**src/rtl/pin_select_map.svh**
```systemverilog
// offsets, field positions and reset values of the shared pin select block
// assumes inclusion from package and modules by bare name
`ifndef PIN_SELECT_MAP_SVH
`define PIN_SELECT_MAP_SVH
`define SHARED_PIN_SELECT_OFFSET 12'h000
`define SHARED_PIN_SELECT_RESET 8'h00
`define SEL_SYNC_TX_VS_SERIAL_RTS_BIT 0
`define SEL_SYNC_RXCLK_VS_SERIAL_DTR_BIT 1
`define SEL_CHAN1_ACK_VS_SERIAL_TXD_BIT 2
`define SEL_END_PROCESS_VS_SERIAL_CTS_BIT 3
`define SEL_CHAN0_ACK_VS_CS_FIVE_BIT 4
`define SEL_TIMER2_VS_COPROC_BIT 5
`define SEL_REFRESH_VS_CS_SIX_BIT 6
`define SHARED_PIN_SELECT_WIDTH 8
`endif

```
**src/rtl/pin_select_pkg.sv**
```systemverilog
// types of the shared pin select block
// assumes the map header is on the include path
package pin_select_pkg;
  typedef logic [7:0] select_t;
  typedef struct packed {
    select_t sel;
    logic [31:0] rdata;
  } select_reg_s;
endpackage : pin_select_pkg

```
**src/rtl/shared_pin_function_select.sv**
```systemverilog
// apb slave holding the shared pin select register and the pin muxes
// assumes apb master, all sources synchronous to pclk
`timescale 1ns/1ps
`default_nettype none
`include "pin_select_map.svh"

// Functional notes
// - bit 6 picks refresh over chip select six
// - bit 5 picks timer2 over coprocessor handshake
// - bit 4 picks chip select five over ack0
// - bit 3 picks serial cts over end-of-process
// - bit 2 picks serial txd over ack1
// - bit 1 picks serial dtr over receive clock
// - bit 0 picks serial rts over sync transmit
module shared_pin_function_select
  import pin_select_pkg::*;
(
  // apb
  input wire logic pclk,
  input wire logic presetn,
  input wire logic psel,
  input wire logic penable,
  input wire logic pwrite,
  input wire logic [11:0] paddr,
  input wire logic [31:0] pwdata,
  input wire logic [3:0] pstrb,
  output logic [31:0] prdata,
  output logic pready,
  output logic pslverr,
  // per-pin default sources, index = select bit
  input wire logic [6:0] main_out,
  input wire logic [6:0] main_oe,
  // per-pin alternate sources, index = select bit
  input wire logic [6:0] alt_out,
  input wire logic [6:0] alt_oe,
  // pins
  output logic [6:0] pin_out,
  output logic [6:0] pin_oe,
  // current selection
  output logic [7:0] shared_pin_select
);
  // register state and read data live in one struct
  select_reg_s r;
  select_reg_s next_r;
  // transfer decode
  logic hit;
  logic wr_acc;
  logic rd_setup;

  // decode
  assign hit = (paddr == `SHARED_PIN_SELECT_OFFSET);
  assign wr_acc = psel & penable & pwrite & hit & pstrb[0];
  assign rd_setup = psel & ~penable & ~pwrite;
  assign pready = 1'b1;
  assign pslverr = psel & penable & ~hit;

  // register update, bit 7 stored as written
  always_comb begin
    next_r = r;
    if (wr_acc) begin
      next_r.sel = pwdata[7:0];
    end
    // read data loaded in setup, stands through the access phase
    if (rd_setup) begin
      next_r.rdata = hit ? {24'h00_0000, r.sel} : 32'h0000_0000;
    end
  end

  // async reset to the chosen reset value
  always_ff @(posedge pclk or negedge presetn) begin
    if (!presetn) begin
      r <= '{sel: `SHARED_PIN_SELECT_RESET, rdata: 32'h0000_0000};
    end else begin
      r <= next_r;
    end
  end

  assign prdata = r.rdata;
  assign shared_pin_select = r.sel;

  // one mux per shared pin
  genvar gi;
  generate
    for (gi = 0; gi < 7; gi = gi + 1) begin : g_pin
      pin_route_mux u_mux (
        .alt_sel(r.sel[gi]),
        .main_out(main_out[gi]),
        .main_oe(main_oe[gi]),
        .alt_out(alt_out[gi]),
        .alt_oe(alt_oe[gi]),
        .pin_out(pin_out[gi]),
        .pin_oe(pin_oe[gi])
      );
    end
  endgenerate
endmodule : shared_pin_function_select
`default_nettype wire

```
**src/rtl/pin_route_mux.sv**
```systemverilog
// one two-way choice between a default and an alternate pin driver
// assumes both sources are synchronous to pclk
`timescale 1ns/1ps
`default_nettype none
module pin_route_mux (
  // choice
  input wire logic alt_sel,
  // sources
  input wire logic main_out,
  input wire logic main_oe,
  input wire logic alt_out,
  input wire logic alt_oe,
  // pin
  output logic pin_out,
  output logic pin_oe
);
  // pick the driver
  assign pin_out = alt_sel ? alt_out : main_out;
  assign pin_oe = alt_sel ? alt_oe : main_oe;
endmodule : pin_route_mux
`default_nettype wire

```
**config.mk**
```make
export PLATFORM = sky130hd
export DESIGN_NAME = shared_pin_function_select
export DESIGN_NICKNAME = d
export VERILOG_FILES = /design/src/rtl/pin_select_pkg.sv /design/src/rtl/shared_pin_function_select.sv /design/src/rtl/pin_route_mux.sv
export VERILOG_INCLUDE_DIRS = /design/src /design/src/rtl
export SDC_FILE = /design/constraint.sdc
export NUM_CORES = 1
export LEC_CHECK = 0
export BUFFER_PORTS_ARGS = -buffer_cell sky130_fd_sc_hd__buf_2
export CORE_AREA = 2 2 64 66
export CTS_CLUSTER_SIZE = 14
export DETAILED_ROUTE_END_ITERATION = 8
export DIE_AREA = 0 0 66 68
export PLACE_DENSITY = 0.81
export SLEW_MARGIN = 20
export SYNTH_ARGS = -nofsm -noshare
export SYNTH_HDL_FRONTEND = slang
export SYNTH_SLANG_ARGS = --single-unit
```
**constraint.sdc**
```tcl
create_clock -name pclk -period 1.4 [get_ports pclk]
set_input_delay 0.28 -clock pclk [delete_from_list [all_inputs] [get_ports pclk]]
set_output_delay 0.28 -clock pclk [all_outputs]
set_load 0.01 [all_outputs]
```
==> flow_summary.json <==
{
  "syn2layout_area_growth_pct": 43.97,
  "highest_layer": "met4",
  "fin_cells": 247,
  "cts_max_path_buffers": 2,
  "place_congestion": 0.6545,
  "cap_violations": 0,
  "slew_viol_final": 0,
  "vdd.ir_drop.worst_mv": 0.5297,
  "grt.total_usage_pct": 11.41,
  "route.met2.wl_um": 1458,
  "route.detailed.drc": 0,
  "ff2ff_setup_slack_ns": 0.45,
  "cts-root-buf": "clkbuf_8",
  "fp.dieH_um": 68,
  "required_ns": 1.12,
  "arrival_ns": 1.12,
  "cts_made_buffers": 3,
  "synth.distinct_cells": 15,
  "status": "finished, violations left",
  "violations": "negative setup slack",
  "synthesis.area_um2": 1235,
  "grt_max_degree": 17,
  "min_from": "pwdata[0]",
  "seq_area_frac_synth_pct": 32.42,
  "critPathMaxStageDelay_ns": 0.44,
  "setup_viol": 1,
  "cts_tree": "built",
  "cts-htree-levels": 1,
  "clkTransAtPathRegs_ns": 0.06,
  "ioPinCount": 137,
  "final_net_count": 279,
  "floorplan.die_area_um2": 4488,
  "met1_length_um": 979,
  "rows": 23,
  "detailed_place.area_um2": 1470,
  "hold_end": "shared_pin_select[0]",
  "routedWlPerCell_um": 11.30,
  "dr.pass1.iters": 4,
  "finalCritPeriodShare_pct": 100.1,
  "core_area_um2": 3856,
  "grt_pass1_vias": 891,
  "dpl.hpwl_um": 2112,
  "clkSinkCount": 16,
  "min_path_type": "input port to register",
  "syn-instance-count": 120,
  "finalHoldViolations": 0,
  "rr_worst_depth": 2,
  "final.min_clock_period_ns": 1.401,
  "critical_path.cell_chain": "mux2_4 > buf_6",
  "num_vias": 1023,
  "hold_ws_ns": 0.2623,
  "r2r_end": "shared_pin_select[2]",
  "fin_ws_ns": -0.001465,
  "drive_gt1_share_pct": 65.99,
  "overflow": 0,
  "portBuffers": 84,
  "viasPerCell": 4.142,
  "rsz0062_at_grt": "yes",
  "yosysWarnings": 0,
  "ys_ff_latch": 16,
  "preCtsSetupSlack_ns": -0.1233,
  "die_width_um": 66,
  "powerDensity_nw_per_um2": 626.5,
  "crit_fanout": 5,
  "r2r-start": "shared_pin_select[2]",
  "utilization_pct": 46.11,
  "hold_depth": 2,
  "fmax_mhz": 713.5,
  "initial_core_util_pct": 32.02,
  "crit_type": "register to primary output",
  "totalWireLength_um": 2790,
  "crit_path_start_kind": "register",
  "drt_iter0_markers": 9,
  "power_mw": 1.114,
  "drtAntennaViolNets": 0,
  "avgSynthCellArea_um2": 10.29,
  "grt_pass1_wl_um": 3857,
  "met3_length_um": 315,
  "fin_skew_ns": 0.0004894,
  "clk_latency_ns": 0.24,
  "antenna_found_initial": 0,
  "cp-end-kind": "primary output",
  "setup_tns_ns": -0.001465,
  "slowest_stage": "dfrtp_2",
  "diodes": 0,
  "final_area_um2": 1778,
  "placed_cells": 232,
  "p_leak_nw": 0.9909
}
power by group:
part / switching [mW] / internal, mW / leakage, nW
Combinational: 0.112 / 0.138 / 0.742
Sequential: 0.000216 / 0.463 / 0.220
Clock: 0.152 / 0.249 / 0.0288
worst max-delay path by stage:
stage / start / to / slack, ns / cells past startpoint
6_report: shared_pin_select[4] / pin_oe[4] / -0.001 / 2
3_5_place_dp: paddr[1] / shared_pin_select[7] / -0.12 / 4
5_1_grt: shared_pin_select[0] / pin_out[0] / -0.05 / 2
3_3_place_gp: paddr[11] / pslverr / -0.10 / 5
4_1_cts: shared_pin_select[2] / pin_out[2] / -0.02 / 2
2_1_floorplan: paddr[1] / pslverr / 0.04 / 3
critical path, delay by kind of cell (launching register included):
family	cells	cell delay [ns]
buffers and inverters	1	0.12
flip-flops	1	0.44
multiplexers	1	0.31
layer usage:
layer,vias up,global-route usage (%)
li1,484,-
met1,472,11.97
met2,63,21.34
met3,4,3.947
met4,0,3.827
met5,-,0
cells by family after synthesis:
| group | count (synthesis) | share of synthesized area, % |
|---|---|---|
| buffers and inverters | 47 | 28.27 |
| other | 2 | 0.6081 |
| flip-flops | 16 | 32.42 |
| AND/OR/NAND/NOR | 25 | 15.10 |
| multiplexers | 22 | 20.36 |
| AO/OA/AOI/OAI | 8 | 3.242 |
registers in the layout, indices dropped and copies added (netlist names):
| register | flops |
|---|---|
| prdata | 8 |
| shared_pin_select | 8 |
cell usage in the layout (no fill, tap or decap), types with 2 or more instances in the layout:
| cell type | count |
|---|---|
| nand2_1 | 16 |
| nor4_4 | 3 |
| buf_2 | 66 |
| mux2_4 | 15 |
| buf_6 | 18 |
| o21ai_0 | 8 |
| dfrtp_1 | 14 |
| conb_1 | 25 |
| dfrtp_2 | 2 |
| clkbuf_8 | 4 |
| buf_4 | 12 |
| mux2_2 | 7 |
Yosys cell counts (all sizes together):
cell,instances,area [µm²]
nand3,1,5.000
nand4,1,21.27
conb,2,7.510
and3,1,6.260
or3b,1,8.760
dfrtp,16,400.4
and4,1,8.760
buf,46,345.3
nor4,3,63.81
mux2,22,251.5
o21ai,8,40.04
nor3b,1,12.51
clkbuf,1,3.750
nand2,16,60.06
layout make-up:
class,count,area [µm²]
Clock buffer,4,55.05
Timing Repair Buffer,97,633.1
Multi-Input combinational cell,80,624.3
Sequential cell,16,402.9
Fill cell,373,2078
Tap cell,50,62.56
what timing repair did:
item | in CTS | in global routing
setup buffers | 9 | 1
endpoints found under the hold margin | 16 | 0
gates cloned | 0 | 0
gates resized for setup | 13 | 21
endpoints found under the setup margin | 15 | 15
pin swaps | 5 | 1
hold buffers | 1 | 0
(Power assumes the default switching activity.)
